--- src/hs_status_params.svh ---
`ifndef HS_STATUS_PARAMS_SVH
`define HS_STATUS_PARAMS_SVH

// register indices; byte address is four times the index
`define IDX_STATE_WORD     8'h00
`define IDX_CNT_IRQ_CLR    8'h0A
`define IDX_TC1_CLR        8'h0C
`define IDX_TC2_CLR        8'h0E
`define IDX_CONTROL        8'h10
`define IDX_IRQ_STATUS     8'h11
`define IDX_IRQ_MASK       8'h12

// index taken from the byte address
`define IDX_LSB            2
`define IDX_MSB            9

// ahb-lite transfer type bit that marks nonseq or seq
`define HTRANS_ACTIVE_BIT  1

// status word field positions
`define BIT_ACTIVE_CHAN    15
`define BIT_CNT_IRQ        14
`define BIT_SPARE_HI       13
`define BIT_WIDE           12
`define BIT_EXTRA_ONE      11
`define BIT_TC2            10
`define BIT_TC1            9
`define BIT_G1_READY       8
`define BIT_G1_REQ         7
`define BIT_G1_ACK         6
`define BIT_EXTRA_TWO      5
`define BIT_REVISION       4
`define BIT_SPARE_LO       3
`define BIT_G2_READY       2
`define BIT_G2_REQ         1
`define BIT_G2_ACK         0

// reset values
`define CONTROL_RESET      9'h000
`define IRQ_BITS_RESET     3'h0
`define PINS_RESET         7'h7F
`define WORD_ZERO          32'h0000_0000
`define STATUS_ZERO        16'h0000

`endif

--- src/hs_status_pkg.sv ---
package hs_status_pkg;

   // software control word
   typedef struct packed {
      logic g2_handshake_en;   // group 2 handshake enabled
      logic g2_write_mode;     // group 2 drives the connector
      logic g1_handshake_en;   // group 1 handshake enabled
      logic g1_write_mode;     // group 1 drives the connector
      logic counter_two_enable;
      logic counter_one_enable;
      logic g2_wide;           // group 2 set for 32-bit transfers
      logic g1_wide;           // group 1 set for 32-bit transfers
      logic double_dma_mode;
   } ctrl_t;

   // sticky event flags, also the layout of the mask
   typedef struct packed {
      logic tc2;               // group 2 terminal count
      logic tc1;               // group 1 terminal count
      logic counter;           // counter 3 rising edge
   } irq_bits_t;

   // connector pins that cross into the bus clock
   typedef struct packed {
      logic cnt3_out;
      logic extra_input_two;
      logic extra_input_one;
      logic group2_acknowledge_line;
      logic group2_request_line;
      logic group1_acknowledge_line;
      logic group1_request_line;
   } conn_pins_t;

   // whole state of the block
   typedef struct packed {
      ctrl_t       ctrl;
      irq_bits_t   flags;
      irq_bits_t   mask;
      conn_pins_t  pin_meta;
      conn_pins_t  pin_sync;
      logic        cnt3_prev;
      logic        active_dma_channel;
      logic        wr_pend;
      logic [7:0]  wr_idx;
      logic [31:0] rdata;
      logic        irq;
      logic        counter_one_gate;
      logic        counter_two_gate;
   } state_t;

endpackage : hs_status_pkg

--- src/handshake_status_irq_clear.sv ---
// How it works
// - read-only 16-bit state word at index 0x00
// - bit 15 shows active dma channel
// - double mode alternates group 1 channels
// - bit 14 sets on enabled counter 3 rise
// - bit 12 set when both groups wide
// - bit 11 extra input one, gates counter one
// - bit 5 extra input two, gates counter two
// - bit 10 latches group 2 terminal count
// - bit 9 latches group 1 terminal count
// - bit 8 group 1 ready by mode
// - bit 2 group 2 ready by mode
// - bits 7,6 group 1 request, acknowledge live
// - bits 1,0 group 2 request, acknowledge live
// - write to 0x0A clears counter flag
// - write to 0x0C clears group 1 flag
// - write to 0x0E clears group 2 flag
//
// Implementation choice: the AHB-Lite slave port.
`include "hs_status_params.svh"

module handshake_status_irq_clear
   import hs_status_pkg::*;
#(
   // arbitrary value of the revision identifier bit
   parameter logic REVISION_ID = 1'b1
) (
   // clock and reset
   input  wire logic        hclk,
   input  wire logic        hresetn,
   // ahb-lite slave
   input  wire logic        hsel,
   input  wire logic [31:0] haddr,
   input  wire logic [1:0]  htrans,
   input  wire logic        hwrite,
   input  wire logic [2:0]  hsize,
   input  wire logic [31:0] hwdata,
   input  wire logic        hready,
   output logic      [31:0] hrdata,
   output logic             hreadyout,
   output logic             hresp,
   // connector pins, asynchronous
   input  wire conn_pins_t  conn_pins,
   // dma engine events, same clock, one-cycle pulses
   input  wire logic        group1_terminal_count,
   input  wire logic        group2_terminal_count,
   input  wire logic        group1_dma_done,
   // outputs to counters, dma engine and interrupt controller
   output logic             counter_one_gate,
   output logic             counter_two_gate,
   output logic             active_dma_channel,
   output logic             irq
);

   state_t      st;           // registered state
   state_t      next_st;      // next state
   logic [15:0] status;       // assembled state word
   logic        addr_valid;   // address phase accepted this edge
   logic [7:0]  addr_idx;     // register index of the address phase
   logic        cnt3_rise;    // counter 3 rising edge seen
   logic        clr_cnt;      // write to counter clear register
   logic        clr_tc1;      // write to group 1 clear register
   logic        clr_tc2;      // write to group 2 clear register
   logic [2:0]  w1c;          // one-to-clear pattern for irq status

   // size is not checked: every width of write counts as a strobe
   logic        unused_size;
   assign unused_size = ^hsize;

   // bus decode and strobes from the pending write
   always_comb begin
      addr_valid = hsel && htrans[`HTRANS_ACTIVE_BIT] && hready;
      addr_idx   = haddr[`IDX_MSB:`IDX_LSB];
      cnt3_rise  = st.pin_sync.cnt3_out && !st.cnt3_prev;
      clr_cnt    = st.wr_pend && (st.wr_idx == `IDX_CNT_IRQ_CLR);
      clr_tc1    = st.wr_pend && (st.wr_idx == `IDX_TC1_CLR);
      clr_tc2    = st.wr_pend && (st.wr_idx == `IDX_TC2_CLR);
      if (st.wr_pend && (st.wr_idx == `IDX_IRQ_STATUS)) begin
         w1c = hwdata[2:0];
      end else begin
         w1c = `IRQ_BITS_RESET;
      end
   end

   // state word assembly, live from the synchronised pins
   always_comb begin
      status = `STATUS_ZERO;
      status[`BIT_ACTIVE_CHAN] = st.active_dma_channel;
      status[`BIT_CNT_IRQ]     = st.flags.counter;
      status[`BIT_SPARE_HI]    = 1'b0;
      status[`BIT_SPARE_LO]    = 1'b0;
      status[`BIT_WIDE]        = st.ctrl.g1_wide && st.ctrl.g2_wide;
      status[`BIT_EXTRA_ONE]   = st.pin_sync.extra_input_one;
      status[`BIT_TC2]         = st.flags.tc2;
      status[`BIT_TC1]         = st.flags.tc1;
      status[`BIT_G1_READY]    = st.pin_sync.group1_request_line &&
                                 (st.ctrl.g1_write_mode || st.ctrl.g1_handshake_en);
      status[`BIT_G1_REQ]      = st.pin_sync.group1_request_line;
      status[`BIT_G1_ACK]      = st.pin_sync.group1_acknowledge_line;
      status[`BIT_EXTRA_TWO]   = st.pin_sync.extra_input_two;
      status[`BIT_REVISION]    = REVISION_ID;
      status[`BIT_G2_READY]    = st.pin_sync.group2_request_line &&
                                 (st.ctrl.g2_write_mode || st.ctrl.g2_handshake_en);
      status[`BIT_G2_REQ]      = st.pin_sync.group2_request_line;
      status[`BIT_G2_ACK]      = st.pin_sync.group2_acknowledge_line;
   end

   // next state of the whole block
   always_comb begin
      next_st = st;

      // two-flop synchroniser; only the second stage is read elsewhere
      next_st.pin_meta  = conn_pins;
      next_st.pin_sync  = st.pin_meta;
      next_st.cnt3_prev = st.pin_sync.cnt3_out;

      // data phase write lands in the registers
      if (st.wr_pend && (st.wr_idx == `IDX_CONTROL)) begin
         next_st.ctrl = ctrl_t'(hwdata[8:0]);
      end
      if (st.wr_pend && (st.wr_idx == `IDX_IRQ_MASK)) begin
         next_st.mask = irq_bits_t'(hwdata[2:0]);
      end

      // sticky flags: a set in the clearing cycle wins
      // enabled rising edge sets
      next_st.flags.counter = (st.flags.counter && !clr_cnt && !w1c[0]) ||
                              (cnt3_rise && st.mask.counter);
      next_st.flags.tc1     = (st.flags.tc1 && !clr_tc1 && !w1c[1]) ||
                              group1_terminal_count;
      next_st.flags.tc2     = (st.flags.tc2 && !clr_tc2 && !w1c[2]) ||
                              group2_terminal_count;

      if (!st.ctrl.double_dma_mode) begin
         next_st.active_dma_channel = 1'b0;
      end else if (group1_dma_done) begin
         next_st.active_dma_channel = !st.active_dma_channel;
      end

      next_st.counter_one_gate = st.ctrl.counter_one_enable && st.pin_sync.extra_input_one;
      next_st.counter_two_gate = st.ctrl.counter_two_enable && st.pin_sync.extra_input_two;

      next_st.irq = |(next_st.flags & next_st.mask);

      // address phase: reads are answered in the following data phase
      next_st.wr_pend = addr_valid && hwrite;
      next_st.wr_idx  = addr_idx;
      next_st.rdata   = `WORD_ZERO;
      if (addr_valid && !hwrite) begin
         unique case (addr_idx)
            `IDX_STATE_WORD: next_st.rdata = {16'h0000, status};
            `IDX_CONTROL:    next_st.rdata = {23'h000000, st.ctrl};
            `IDX_IRQ_STATUS: next_st.rdata = {29'h00000000, st.flags};
            `IDX_IRQ_MASK:   next_st.rdata = {29'h00000000, st.mask};
            // write-only and unmapped words read zero
            default:         next_st.rdata = `WORD_ZERO;
         endcase
      end
   end

   // state register
   always_ff @(posedge hclk or negedge hresetn) begin
      if (!hresetn) begin
         st.ctrl               <= `CONTROL_RESET;
         st.flags              <= `IRQ_BITS_RESET;
         st.mask               <= `IRQ_BITS_RESET;
         st.pin_meta           <= `PINS_RESET;
         st.pin_sync           <= `PINS_RESET;
         st.cnt3_prev          <= 1'b1;
         st.active_dma_channel <= 1'b0;
         st.wr_pend            <= 1'b0;
         st.wr_idx             <= 8'h00;
         st.rdata              <= `WORD_ZERO;
         st.irq                <= 1'b0;
         st.counter_one_gate   <= 1'b0;
         st.counter_two_gate   <= 1'b0;
      end else begin
         st <= next_st;
      end
   end

   // ports straight from flip-flops; zero wait states, always okay
   always_ff @(posedge hclk or negedge hresetn) begin
      if (!hresetn) begin
         hreadyout <= 1'b1;
         hresp     <= 1'b0;
      end else begin
         hreadyout <= 1'b1;
         hresp     <= 1'b0;
      end
   end

   assign hrdata             = st.rdata;
   assign irq                = st.irq;
   assign active_dma_channel = st.active_dma_channel;
   assign counter_one_gate   = st.counter_one_gate;
   assign counter_two_gate   = st.counter_two_gate;

   // checks beside the logic

   AST_STATE_READ_LIVE: assert property (
      @(posedge hclk) disable iff (!hresetn)
      (addr_valid && !hwrite && addr_idx == `IDX_STATE_WORD)
      |=> (hrdata[`BIT_G1_REQ] == $past(st.pin_sync.group1_request_line)) &&
          (hrdata[`BIT_G1_ACK] == $past(st.pin_sync.group1_acknowledge_line)) &&
          (hrdata[31:16] == 16'h0000))
      else $error("state word group 1 lines wrong");

   AST_STATE_READ_G2: assert property (
      @(posedge hclk) disable iff (!hresetn)
      (addr_valid && !hwrite && addr_idx == `IDX_STATE_WORD)
      |=> (hrdata[`BIT_G2_REQ] == $past(st.pin_sync.group2_request_line)) &&
          (hrdata[`BIT_G2_ACK] == $past(st.pin_sync.group2_acknowledge_line)) &&
          !hrdata[`BIT_SPARE_HI] && !hrdata[`BIT_SPARE_LO])
      else $error("state word group 2 lines or spare bits wrong");

   AST_WIDE_READ: assert property (
      @(posedge hclk) disable iff (!hresetn)
      (addr_valid && !hwrite && addr_idx == `IDX_STATE_WORD)
      |=> hrdata[`BIT_WIDE] == $past(st.ctrl.g1_wide && st.ctrl.g2_wide))
      else $error("wide transfer bit wrong");

   AST_CNT_SET: assert property (
      @(posedge hclk) disable iff (!hresetn)
      (cnt3_rise && st.mask.counter) |=> st.flags.counter && irq)
      else $error("counter flag or irq not raised");

   AST_CNT_CLEAR: assert property (
      @(posedge hclk) disable iff (!hresetn)
      (addr_valid && hwrite && addr_idx == `IDX_CNT_IRQ_CLR)
      ##1 !(cnt3_rise && st.mask.counter) |=> !st.flags.counter)
      else $error("counter flag not cleared");

   AST_TC1_CYCLE: assert property (
      @(posedge hclk) disable iff (!hresetn)
      group1_terminal_count ##1 (clr_tc1 && !group1_terminal_count)
      |-> st.flags.tc1 ##1 !st.flags.tc1)
      else $error("group 1 count flag set or clear wrong");

   AST_TC2_CYCLE: assert property (
      @(posedge hclk) disable iff (!hresetn)
      group2_terminal_count ##1 (clr_tc2 && !group2_terminal_count)
      |-> st.flags.tc2 ##1 !st.flags.tc2)
      else $error("group 2 count flag set or clear wrong");

   AST_TC_HOLD: assert property (
      @(posedge hclk) disable iff (!hresetn)
      (st.flags.tc1 && !clr_tc1 && !w1c[1]) |=> st.flags.tc1)
      else $error("group 1 count flag lost");

   AST_TC2_HOLD: assert property (
      @(posedge hclk) disable iff (!hresetn)
      (st.flags.tc2 && !clr_tc2 && !w1c[2]) |=> st.flags.tc2)
      else $error("group 2 count flag lost");

   AST_CHAN_ALTERNATE: assert property (
      @(posedge hclk) disable iff (!hresetn)
      (st.ctrl.double_dma_mode && group1_dma_done)
      |=> active_dma_channel != $past(active_dma_channel))
      else $error("dma channel did not alternate");

   AST_CHAN_SINGLE: assert property (
      @(posedge hclk) disable iff (!hresetn)
      !st.ctrl.double_dma_mode |=> !active_dma_channel)
      else $error("channel bit set outside double mode");

   AST_GATE_ONE: assert property (
      @(posedge hclk) disable iff (!hresetn)
      (st.ctrl.counter_one_enable && !st.pin_sync.extra_input_one) |=> !counter_one_gate)
      else $error("counter one not gated by extra input");

   AST_GATE_TWO: assert property (
      @(posedge hclk) disable iff (!hresetn)
      (st.ctrl.counter_two_enable && st.pin_sync.extra_input_two) |=> counter_two_gate)
      else $error("counter two gate not open");

   AST_IRQ_ORED: assert property (
      @(posedge hclk) disable iff (!hresetn)
      irq == |(st.flags & st.mask))
      else $error("irq disagrees with enabled flags");

   AST_READY_G1: assert property (
      @(posedge hclk) disable iff (!hresetn)
      (!st.ctrl.g1_write_mode && !st.ctrl.g1_handshake_en) |-> !status[`BIT_G1_READY])
      else $error("group 1 ready without handshake");

   AST_READY_G2: assert property (
      @(posedge hclk) disable iff (!hresetn)
      (st.ctrl.g2_write_mode && st.pin_sync.group2_request_line) |-> status[`BIT_G2_READY])
      else $error("group 2 ready missing in write mode");

   AST_REVISION: assert property (
      @(posedge hclk) disable iff (!hresetn)
      (addr_valid && !hwrite && addr_idx == `IDX_STATE_WORD)
      |=> hrdata[`BIT_REVISION] == REVISION_ID)
      else $error("revision bit wrong");

   AST_BUS_READY: assert property (
      @(posedge hclk) disable iff (!hresetn)
      (addr_valid && hwrite && addr_idx == `IDX_STATE_WORD)
      |=> hreadyout && !hresp ##1 $stable(st.ctrl) || !st.wr_pend)
      else $error("state word write disturbed the slave");

   AST_READ_DATA_DROP: assert property (
      @(posedge hclk) disable iff (!hresetn)
      !(addr_valid && !hwrite) |=> hrdata == `WORD_ZERO)
      else $error("read data left standing after data phase");

   AST_CTRL_WRITE: assert property (
      @(posedge hclk) disable iff (!hresetn)
      (st.wr_pend && st.wr_idx == `IDX_CONTROL) |=> st.ctrl == $past(hwdata[8:0]))
      else $error("control word write lost");

   AST_W1C_TC1: assert property (
      @(posedge hclk) disable iff (!hresetn)
      (w1c[1] && !group1_terminal_count) |=> !st.flags.tc1)
      else $error("group 1 count flag not cleared by one");

   AST_W1C_CNT: assert property (
      @(posedge hclk) disable iff (!hresetn)
      (w1c[0] && !(cnt3_rise && st.mask.counter)) |=> !st.flags.counter)
      else $error("counter flag not cleared by one");

   AST_STATE_READ_FLAGS: assert property (
      @(posedge hclk) disable iff (!hresetn)
      (addr_valid && !hwrite && addr_idx == `IDX_STATE_WORD)
      |=> (hrdata[`BIT_TC1] == $past(st.flags.tc1)) &&
          (hrdata[`BIT_TC2] == $past(st.flags.tc2)) &&
          (hrdata[`BIT_CNT_IRQ] == $past(st.flags.counter)) &&
          (hrdata[`BIT_ACTIVE_CHAN] == $past(st.active_dma_channel)))
      else $error("state word flags or channel wrong");

   AST_EXTRA_READ: assert property (
      @(posedge hclk) disable iff (!hresetn)
      (addr_valid && !hwrite && addr_idx == `IDX_STATE_WORD)
      |=> (hrdata[`BIT_EXTRA_ONE] == $past(st.pin_sync.extra_input_one)) &&
          (hrdata[`BIT_EXTRA_TWO] == $past(st.pin_sync.extra_input_two)))
      else $error("state word extra inputs wrong");

   AST_GATE_ONE_OPEN: assert property (
      @(posedge hclk) disable iff (!hresetn)
      (st.ctrl.counter_one_enable && st.pin_sync.extra_input_one) |=> counter_one_gate)
      else $error("counter one gate not open");

   AST_GATE_OFF: assert property (
      @(posedge hclk) disable iff (!hresetn)
      (!st.ctrl.counter_one_enable && !st.ctrl.counter_two_enable)
      |=> !counter_one_gate && !counter_two_gate)
      else $error("counter gate open without enable");

   AST_CHAN_HOLD: assert property (
      @(posedge hclk) disable iff (!hresetn)
      (st.ctrl.double_dma_mode && !group1_dma_done)
      |=> active_dma_channel == $past(active_dma_channel))
      else $error("dma channel moved without a transfer");

   AST_TC1_SET: assert property (
      @(posedge hclk) disable iff (!hresetn)
      group1_terminal_count |=> st.flags.tc1)
      else $error("group 1 count flag not set");

   AST_TC2_SET: assert property (
      @(posedge hclk) disable iff (!hresetn)
      group2_terminal_count |=> st.flags.tc2)
      else $error("group 2 count flag not set");

endmodule : handshake_status_irq_clear

--- config.mk ---
export PLATFORM = sky130hd
export DESIGN_NAME = handshake_status_irq_clear
export DESIGN_NICKNAME = d
export VERILOG_FILES = /design/src/hs_status_pkg.sv /design/src/handshake_status_irq_clear.sv
export VERILOG_INCLUDE_DIRS = /design/src
export SDC_FILE = /design/constraint.sdc
export NUM_CORES = 1
export LEC_CHECK = 0
export ABC_AREA = 1
export BUFFER_PORTS_ARGS = -buffer_cell sky130_fd_sc_hd__buf_2
export CAP_MARGIN = 20
export CORE_MARGIN = 5
export CORE_UTILIZATION = 46
export CTS_CLUSTER_SIZE = 10
export DETAILED_ROUTE_END_ITERATION = 10
export GPL_TIMING_DRIVEN = 1
export PLACE_DENSITY = 0.79
export SETUP_SLACK_MARGIN = 0.15
export SYNTH_ARGS = -nofsm -noshare
export SYNTH_HDL_FRONTEND = slang
export SYNTH_SLANG_ARGS = --single-unit
--- constraint.sdc ---
create_clock -name hclk -period 1.7 [get_ports hclk]
set_input_delay 0.17 -clock hclk [delete_from_list [all_inputs] [get_ports hclk]]
set_output_delay 0.17 -clock hclk [all_outputs]
set_load 0.05 [all_outputs]
After elaboration in Yosys (flattened, before gate mapping)
Index checks and enable logic that the tools add are counted.
{"block": "word_totals", "ff_bits": 75}
{"block": "op_classes", "n_reduce_logical": 39, "n_mux": 6, "eq_ne": 10, "bitwise_logic": 1}
{"cell": "16-bit one-hot mux with 4 select lines", "count": 1}
{"cell": "8-bit by 5-bit == test with 1-bit output, second input constant", "count": 6}
{"cell": "8-bit by 4-bit == test with 1-bit output, second input constant", "count": 3}
{"cell": "1-bit logical AND", "count": 23}
{"cell": "16-bit two-way mux", "count": 1}
{"cell": "1-bit zero test", "count": 9}
{"cell": "8-bit zero test", "count": 1}
{"cell": "3-bit two-way mux", "count": 2}
{"cell": "1-bit logical OR", "count": 5}
{"cell": "3-bit bitwise AND", "count": 1}
{"cell": "3-bit OR reduction", "count": 1}
{"cell": "1-bit two-way mux", "count": 2}
{"cell": "2-bit != test, second input constant", "count": 1}

Logic depth before layout (Yosys ltp)
Gate-level depths: netlist of run 1.
{"block": "depth", "depth_word": 8, "mapped_depth": 9, "mapped_depth_nobuf": 9}

Worst setup path before layout of run 1
No wires, ideal clock.
{"block": "synth_path", "path_kind": "register to register", "start": "register st[37] (netlist bit)", "end": "register st[74] (netlist bit)", "path_stages_with_launch": 8, "slack_ns": 0.507, "period_less_slack_ns": 1.193, "arrival_time_ns": 1.076, "cell_sequence": "dfrtp_1 > inv_1 > nand2_2 > nor2_8 > nand4_4 > buf_6 > nand2_1 > o21ai_2"}
{"block": "synth_between", "elab_chain_len": 2}
{"item": "from (decl)", "line_no": "handshake_status_irq_clear.sv:55", "source": "state_t st;"}
{"item": "from (signal assigned)", "line_no": "handshake_status_irq_clear.sv:178", "source": "st <= next_st;"}
{"item": "8-bit by 5-bit == test with 1-bit output (no source line)"}
{"item": "1-bit logical AND", "line_no": "handshake_status_irq_clear.sv:118", "source": "if (st.wr_pend && (st.wr_idx == `IDX_CONTROL)) begin"}
No other way between the ends.
A chain may end at the register's enable or synchronous reset.

==> results of run 1 <==
-- metrics by stage --
step	hold WS [ns]	util	setup slack, ns	power (W)	instances
after global routing	0.0109	0.558	0.166	0.00290	395
after CTS	0.00684	0.558	0.267	0.00280	395
after floorplan	-0.126	-	0.507	0.00168	274
final	0.0137	0.558	0.241	0.00277	395
after detailed placement	0.157	0.502	0.318	0.00174	364
after global placement	0.145	0.502	0.377	0.00174	364
-- power groups by stage --
stage | combinational (W) | clock (W) | sequential, W
after floorplan | 0.000183 | 0 | 0.00150
after global placement | 0.000259 | 0 | 0.00148
after detailed placement | 0.000264 | 0 | 0.00148
after CTS | 0.000291 | 0.00105 | 0.00146
after global routing | 0.000315 | 0.00113 | 0.00146
final | 0.000289 | 0.00102 | 0.00145
-- critical path, delay by kind of cell --
kind / cells / cell delay, ns
buffers and inverters: 4 / 0.83
and+or+nand+nor: 6 / 0.60
AOI/OAI and AO/OA: 1 / 0.13
-- worst min-delay path by stage --
stage / startpoint / to / depth (start not counted)
2_1_floorplan: hresetn / active_dma_channel / 0
3_3_place_gp: hresetn / irq / 1
3_5_place_dp: hresetn / irq / 1
4_1_cts: group1_dma_done / active_dma_channel / 2
5_1_grt: group1_dma_done / active_dma_channel / 2
6_report: group1_dma_done / active_dma_channel / 2
-- layout make-up --
| cell class | instances | area [sq um] |
|---|---|---|
| well taps | 72 | 90.1 |
| multi-input cells | 147 | 791 |
| repair buffers | 68 | 433 |
| clock buffers | 13 | 139 |
| clock inverters | 3 | 17.5 |
| inverters | 34 | 130 |
| flip-flops and latches | 58 | 1470 |
| fillers | 491 | 2440 |
-- placed cells by master, fill, tap and decap left out, types with 4 or more instances in the layout --
cell	instances
nor2_2	6
clkbuf_8	9
a21oi_1	5
o21ai_0	4
inv_2	7
o21ai_1	9
conb_1	19
nor2_1	17
inv_1	26
dlygate4sd3_1	15
dfstp_2	15
nand2_2	4
nand3_1	10
nor3_1	4
clkbuf_1	4
dfrtp_1	43
nand2_1	45
o21ai_2	6
buf_2	51
-- cell families (layout without fill, tap and decap cells) --
kind of cell           after synthesis  in the layout  share of synthesized area
AO/OA/AOI/OAI                       27             27                     0.0651
flip-flops                          58             58                      0.567
other                                2             19                    0.00290
buffers and inverters               69            118                      0.153
AND/OR/NAND/NOR                    101            101                      0.212
-- routing by layer --
layer,global-route usage,routed length [um]
met5,0,0
met1,0.158,1860
met4,0.0576,84
met2,0.234,2370
met3,0.0573,381
-- timing repair --
action / in CTS / in global routing
buffers inserted: 0 / 0
setup endpoints to repair: 0 / 0
hold buffers: 15 / 0
endpoints found under the hold margin: 23 / 0
-- sequential cells by signal, summed over array words and instances, names as in the netlist --
name,flops
st,31
hrdata,15
next_st,8
active_dma_channel,1
counter_one_gate,1
counter_two_gate,1
irq,1
==> results.md, run 1 <==
- Final setup fails: 0
- Antenna-violating nets left: 0
- Syn_area_per_cell: 10.1 sq um
- Slowest stage delay, CP: 0.55 ns
- Via Count: 1719
- Post-synth EDFFs: 0
- Post-DP HPWL: 3470 um
- FF-to-FF Start: st[41]
- Die area: 7240 sq um
- Yosys reg bits: 58
- Crit Path Class: input pin to flop
- Cells after synthesis: 257
- Element type at the critical path end: flop
- Vias in the first global route: 1706
- Placement Cell Area: 2760 sq um
- Initial antenna violation count: 0
- Synth area leaders: dfrtp_1, dfstp_2, buf_4, nand2_1, inv_1
- Final hold viol count: 0
- CP max-delay cell: dlygate4sd3_1
- DRT iter0 DRCs: 83
- RSZ-0062 raised after global routing: no
- Synth-to-Final Area Change: 18.4%
- Final Wtd Congestion: 0.810
- Worst-path fanout max: 9
- Most common cell in the netlist: nand2_1
- # rows: 27
- Share of cells above drive strength 1: 0.365
- CP dominant cell by count: nand2_4
- Via density per instance: 4.35
- Post-synthesis async set-or-reset flop share: 1.00
- Fmax: 685 MHz
- Comb pwr share: 0.104
- Fin nets: 402
- Syn. warnings: 0
- Drt total wl: 4700 um
- Pwr dens: 902 nW/um^2
- Netlist cell types: 27
- Flop pwr share: 0.525
- Final instance area: 3070 sq um
- Max clock buf depth: 2
- Final Cycle Share: 0.858
- Grt total ovfl: 0
- Port bufs: 51
- Seq/Total Area, Yosys: 0.567
- Die Width: 85.1 um
- Slew Viols, Final: 0
- WL/cell: 11.9 um
- Worst Path Required: 1.97 ns
- Worst VDD drop: 575 uV
- Clock Skews: 0.00915 ns
- Mapped cell area: 2590 sq um
- CP Capture Point: hrdata[5]
- Critical Path AT: 1.73 ns
- Largest net degree at the start of global routing: 28
- Die height: 85.1 um
- Final min period: 1.46 ns
- TNS Setup: 0 ns
- Internal power: 0.00204 W
- Remaining routing DRC violations: 0
- Psw: 0.000730 W
- Max-cap violations: 0
- Clock Latency Late Sink: 0.34 ns
- Cell Chain, Critical Path: dlygate4sd3_1, buf_2, inv_2, nand2_2, nor2_4, nand2_4, nor2_8, inv_4, nand2_4, nand2_4, a21oi_2
- PostCTS Resize Cnt: 0
- Initial Util: 0.471
- Pre-antenna DRT Iters: 4
- Yosys top cell by area: dfrtp_1
- Number of CTS-inserted buffers: 9
- Yosys top cell area share: 0.415
- GRT Total Usage: 0.140
- Global-route wire length before repair: 7740 um
- Worst R2R Path Depth: 6
- Ys flop type: dfrtp_1
- Hold WC Path Type: input pin to flop
- H-Tree Level Count: 3
- Ports: 122
- Flop-to-flop setup slack: 0.32 ns
- Switch share: 0.264
- N_diodes: 0
- TritonCTS clock tree: done
- Clock transition at path regs: 0.06 ns
- Crit path launch: haddr[4]
- Reg2Reg Capture Point: st[69]
- Clock power frac: 0.370
- Synth cell count leaders: nand2_1, dfrtp_1, buf_4, inv_1, nor2_1
- Lkg Pwr: 1.64 nW
- Critical Path Start Type: input pin
- Core ar.: 5510 sq um
- Clock root cell: clkbuf_8
- Outcome: finished, final reports clean
- CTS Sinks: 58
(Power assumes the default switching activity.)
==> inputs of run 2 (changes only) <==
- PLACE_DENSITY: 0.79 -> 0.85
==> run 2 against run 1 <==
Against the previous run: total power increased by 12%; sequential power about the same; clock-buffer cell count decreased by 2; final area is 2.1% higher; routed wire length up 0.21%; register-to-register slack is essentially flat; critical endpoint is now hrdata[6]; highest routed layer unchanged.
==> results.md, run 2 (same netlist as run 1, synthesis figures left out) <==
- Max-cap violations: 0 (unchanged)
- Clock transition at path regs: 0.06 ns (about the same)
- Remaining routing DRC violations: 0 (unchanged)
- Via Count: 1735 (+0.93%)
- Critical Path Start Type: input pin
- Critical Path AT: 1.70 ns (-0.03 ns)
- Fmax: 695 MHz (+1.4%)
- Largest reg by FF count: st
- Power Total: 0.00311 W (+12%)
- Slew HR: 0.653
- CP dominant cell by count: nand2_4
- DRT iter0 DRCs: 112 (+35%)
- Clock Skews: 0.00807 ns (-0.00108 ns)
- Worst VDD drop: 679 uV (+18%)
- Final Wtd Congestion: 0.899 (+11%)
- Die area: 7240 sq um (unchanged)
- Outcome: finished, final reports clean
- Slew @ Worst Pin: 0.521 ns
- Cell Chain, Critical Path: dlygate4sd3_1, buf_2, inv_2, nand2_2, nor2_4, nand2_4, nor2_8, inv_4, nand2_4, nand2_4, a21oi_2
- Max FFs per register: 31 (unchanged)
- Die height: 85.1 um (unchanged)
- Hold WC Path Type: input pin to flop
- Fin nets: 402 (unchanged)
- Max clock buf depth: 2 (unchanged)
- Largest net degree at the start of global routing: 38 (+36%)
- Cells after DPL: 363 (-0.27%)
- Final setup fails: 0 (unchanged)
- Post-DP HPWL: 3490 um (+0.65%)
- Most frequent cells in the layout: buf_2, nand2_1, dfrtp_1
- RSZ-0062 raised after global routing: no
- Clock root cell: clkbuf_8
- Drt total wl: 4710 um (+0.21%)
- TNS Setup: 0 ns (unchanged)
- N_diodes: 0 (unchanged)
- Slew Viols, Final: 0 (unchanged)
- Pre-antenna DRT Iters: 4 (unchanged)
- Worst-path fanout max: 9 (unchanged)
- Final instance area: 3140 sq um (+2.1%)
- Vias in the first global route: 1811 (+6.2%)
- Initial antenna violation count: 0 (unchanged)
- Cell Count, Final, Fillers Out: 395 (unchanged)
- TritonCTS clock tree: done
- CP max-delay cell: dlygate4sd3_1
- Crit Path Class: input pin to flop
- Slowest stage delay, CP: 0.54 ns (about the same)
- Lkg Pwr: 1.67 nW (+1.9%)
- GRT Total Usage: 0.144 (+0.00362)
- H-Tree Level Count: 3 (unchanged)
- Element type at the critical path end: flop
- Share of cells above drive strength 1: 0.372 (+0.00619)
- Pwr dens: 991 nW/um^2 (+9.9%)
- PostCTS Resize Cnt: 0 (unchanged)
- Initial Util: 0.471 (unchanged)
- Antenna-violating nets left: 0 (unchanged)
- Ports: 122 (unchanged)
- Placement Cell Area: 2760 sq um (-0.27%)
- CTS Sinks: 58 (unchanged)
- Clock Latency Late Sink: 0.33 ns (about the same)
- Number of CTS-inserted buffers: 9 (unchanged)
- Commonest non-fill, non-tap cell in the layout: buf_2
- Final min period: 1.44 ns (-0.0199 ns)
- Worst Path Required: 1.96 ns (about the same)
- Die Width: 85.1 um (unchanged)
- # rows: 27 (unchanged)
- Final hold viol count: 0 (unchanged)
- Core ar.: 5510 sq um (unchanged)
- Final Cycle Share: 0.847 (-0.0117)
- Grt total ovfl: 0 (unchanged)
- Via density per instance: 4.39 (+0.93%)
- Global-route wire length before repair: 8090 um (+4.5%)
- Synth-to-Final Area Change: 20.9%
- Port bufs: 51 (unchanged)
- WL/cell: 11.9 um (+0.21%)
-- run 2: changes by cell type in the layout (fill, tap and decap cells not counted), sizes merged --
cell / change
buf: -1
bufinv: +2
clkbuf: -2
dlygate4sd3: +1
-- run 2: power by group --
group / switching [W] / leakage (nW) / total, W / internal, W
sequential: 0.0000207 / 0.650 / 0.00145 / 0.00143
clock: 0.000503 / 0.109 / 0.00136 / 0.000859
combinational: 0.000209 / 0.908 / 0.000289 / 0.0000797
-- run 2: cell type report --
class                   count  area (sq um)
clock buffers              11           141
flip-flops and latches     58          1470
fillers                   489          2370
well taps                  72          90.1
clock inverters             5          77.6
repair buffers             68           435
multi-input cells         147           791
inverters                  34           130
-- run 2: path summary, 6_finish.rpt --
kind                               end        start  slack, ns  depth (start not counted)
max in group asynchronous       st[50]      hresetn       0.73                          3
max                          hrdata[6]     haddr[4]       0.26                         11
min                             st[35]     haddr[2]       0.02                          1
min reg2reg                next_st[45]  next_st[52]       0.35                          0
max reg2reg                     st[72]       st[41]       0.31                          6
min in group asynchronous       st[40]      hresetn       0.34                          2
-- run 2: repair_timing --
item | 4_1_cts | 5_1_grt
setup buffers | 0 | 0
endpoints found under the hold margin | 28 | 0
hold buffers | 16 | 0
-- run 2: routing by layer --
layer	vias to the layer above	GRT usage	routed length (um)
met5	-	0	0
met4	0	0.0345	8
met1	806	0.162	1890
met2	62	0.244	2420
met3	2	0.0718	394
li1	865	-	-
-- run 2: stage by stage --
stage                     hold slack, ns  setup slack [ns]   util
after floorplan                   -0.126             0.507      -
after global placement             0.156             0.382  0.501
after detailed placement           0.173             0.308  0.501
after CTS                        0.00609             0.269  0.569
after global routing             0.00119             0.183  0.569
final                             0.0228             0.261  0.569
-- run 2: worst max-delay path: cells and delay by family --
family,cells,cell delay [ns]
AND/OR/NAND/NOR,6,0.59
AO/OA/AOI/OAI,1,0.13
buffers and inverters,4,0.81
==> inputs of run 3 (changes only) <==
- clock period: 1.7 -> 1.5 ns (I/O delays scaled with it)
==> run 3 against run 2 <==
Against the previous run: via count increased by 2.9%; critical path depth decreased by 3; first-iteration DRC count decreased by 8.9%; routed wire length increased by 3.3%; total power increased by 3.9%; clock skew increased by 0.0020 ns; register-to-register slack got worse by 0.12 ns; final area increased by 2.5%; worst setup slack got worse by 0.074 ns; clock-buffer cell count increased by 2; worst hold slack improved by 0.017 ns.
==> results.md, run 3 (same netlist as run 1, synthesis figures left out) <==
- Vias in the first global route: 1781 (-1.7%)
- Synth-to-Final Area Change: 23.9%
- Largest reg by FF count: st
- Final Cycle Share: 0.875
- Post-DP HPWL: 3470 um (-0.55%)
- Largest net degree at the start of global routing: 59 (+55%)
- Outcome: finished, final reports clean
- Final hold viol count: 0 (unchanged)
- Number of CTS-inserted buffers: 9 (unchanged)
- Die area: 7240 sq um (unchanged)
- Remaining routing DRC violations: 0 (unchanged)
- Sequential Area: 1470 sq um (unchanged)
- WHS: 0.0397 ns (+0.0169 ns)
- Drt total wl: 4870 um (+3.3%)
- DRT iter0 DRCs: 102 (-8.9%)
- Worst-path fanout max: 6 (-3)
- Max FFs per register: 31 (unchanged)
- Via density per instance: 4.44 (+1.1%)
- TNS Setup: 0 ns (unchanged)
- Commonest non-fill, non-tap cell in the layout: buf_2
- # rows: 27 (unchanged)
- Global-route wire length before repair: 8020 um (-0.85%)
- Worst Path Required: 1.70 ns (-0.26 ns)
- Port bufs: 51 (unchanged)
- Slew Viols, Final: 0 (unchanged)
- Element type at the critical path end: flop
- Clock transition at path regs: 0.06 ns (about the same)
- Worst VDD drop: 775 uV (+14%)
- Clock Skews: 0.0101 ns (+0.00200 ns)
- Most frequent cells in the layout: buf_2, dfrtp_1, nand2_1
- Clock root cell: clkbuf_8
- Max clock buf depth: 2 (unchanged)
- Fin nets: 409 (+1.7%)
- Final Wtd Congestion: 0.895 (-0.51%)
- RSZ-0062 raised after global routing: yes
- Die Width: 85.1 um (unchanged)
- Crit Path Class: flop to flop
- Initial antenna violation count: 0 (unchanged)
- Ports: 122 (unchanged)
- Antenna-violating nets left: 0 (unchanged)
- Final setup fails: 0 (unchanged)
- Share of cells above drive strength 1: 0.409 (+0.0376)
- GRT Total Usage: 0.142 (-0.00231)
- Grt total ovfl: 0 (unchanged)
- Core ar.: 5510 sq um (unchanged)
- TritonCTS clock tree: done
- WL/cell: 12.1 um (+1.5%)
- Pwr dens: 1000 nW/um^2 (+1.4%)
- Hold WC Path Type: input pin to flop
- Flop-to-flop setup slack: 0.19 ns (-0.12 ns)
- Area occupied by multi-input gates: 833 sq um (+5.4%)
- Critical Path AT: 1.51 ns (-0.19 ns)
- N_diodes: 0 (unchanged)
- Critical Path Start Type: flop
- Final min period: 1.31 ns
- Fmax: 762 MHz
- Via Count: 1785 (+2.9%)
- CTS Sinks: 58 (unchanged)
- Clock Latency Late Sink: 0.33 ns (about the same)
- Die height: 85.1 um (unchanged)
- Fill count: 484 (-1.0%)
- Max-cap violations: 0 (unchanged)
- Lkg Pwr: 1.70 nW (+1.7%)
- H-Tree Level Count: 3 (unchanged)
- Initial Util: 0.471 (unchanged)
- Pre-antenna DRT Iters: 5 (+1)
[run 3: changes by cell type in the layout (fill, tap and decap cells not counted), sizes merged, moves of 2 or more]
cell / change
buf: +6
bufinv: -2
clkbuf: +2
clkinv: +2
dlymetal6s4s: +2
[run 3: final timing paths]
check                      cells after the start                   from           to
max reg2reg                                    8                 st[41]          irq
max in group asynchronous                      3                hresetn  next_st[45]
min in group asynchronous                      3                hresetn       st[71]
min reg2reg                                    0            next_st[48]       st[48]
max                                            8                 st[41]          irq
min                                            3  group1_terminal_count       st[64]
[run 3: area by class of cell]
cell class / count / share of cell area
Sequential cell: 58 / 0.457
Multi-Input combinational cell: 147 / 0.259
Inverter: 34 / 0.0413
Clock buffer: 13 / 0.0494
Clock inverter: 3 / 0.00467
Tap cell: 72 / 0.0280
Timing Repair Buffer: 75 / 0.160
[run 3: power breakdown]
group	switching, W	internal, W
logic	0.000242	0.0000994
registers	0.0000235	0.00163
clock network	0.000556	0.000681
total	0.000822	0.00241
[run 3: critical path, stage by stage (launching register included)]
cell      delay [ns]
dfrtp_1         0.37
inv_2           0.05
nand2_2         0.06
nor2_4          0.21
nand3b_4        0.15
nand2_1         0.09
o21ai_1         0.08
nand2_1         0.09
nand3_2         0.07
[run 3: timing repair]
item                                   CTS  global route
gates resized for setup                  0            18
gates cloned                             0             0
setup endpoints to repair                8             8
buffers inserted                         1             5
pin swaps                                1             9
hold buffers                            17             0
endpoints found under the hold margin   59             0
[run 3: per-stage QoR]
step	util	cell area (sq um)	instances	setup WS (ns)	power [W]
after floorplan	-	2660	274	0.307	0.00190
after global placement	0.501	2760	363	0.180	0.00196
after detailed placement	0.501	2760	363	0.123	0.00197
after CTS	0.567	3120	397	0.160	0.00325
after global routing	0.584	3210	402	0.123	0.00338
final	0.584	3210	402	0.187	0.00323
[run 3: routing by layer]
metal | wire length, um | share of wire | global-route usage
met1 | 2010 | 0.41 | 0.176
met2 | 2460 | 0.50 | 0.228
met3 | 367 | 0.075 | 0.0485
met4 | 31 | 0.0064 | 0.0518
met5 | 0 | 0 | 0
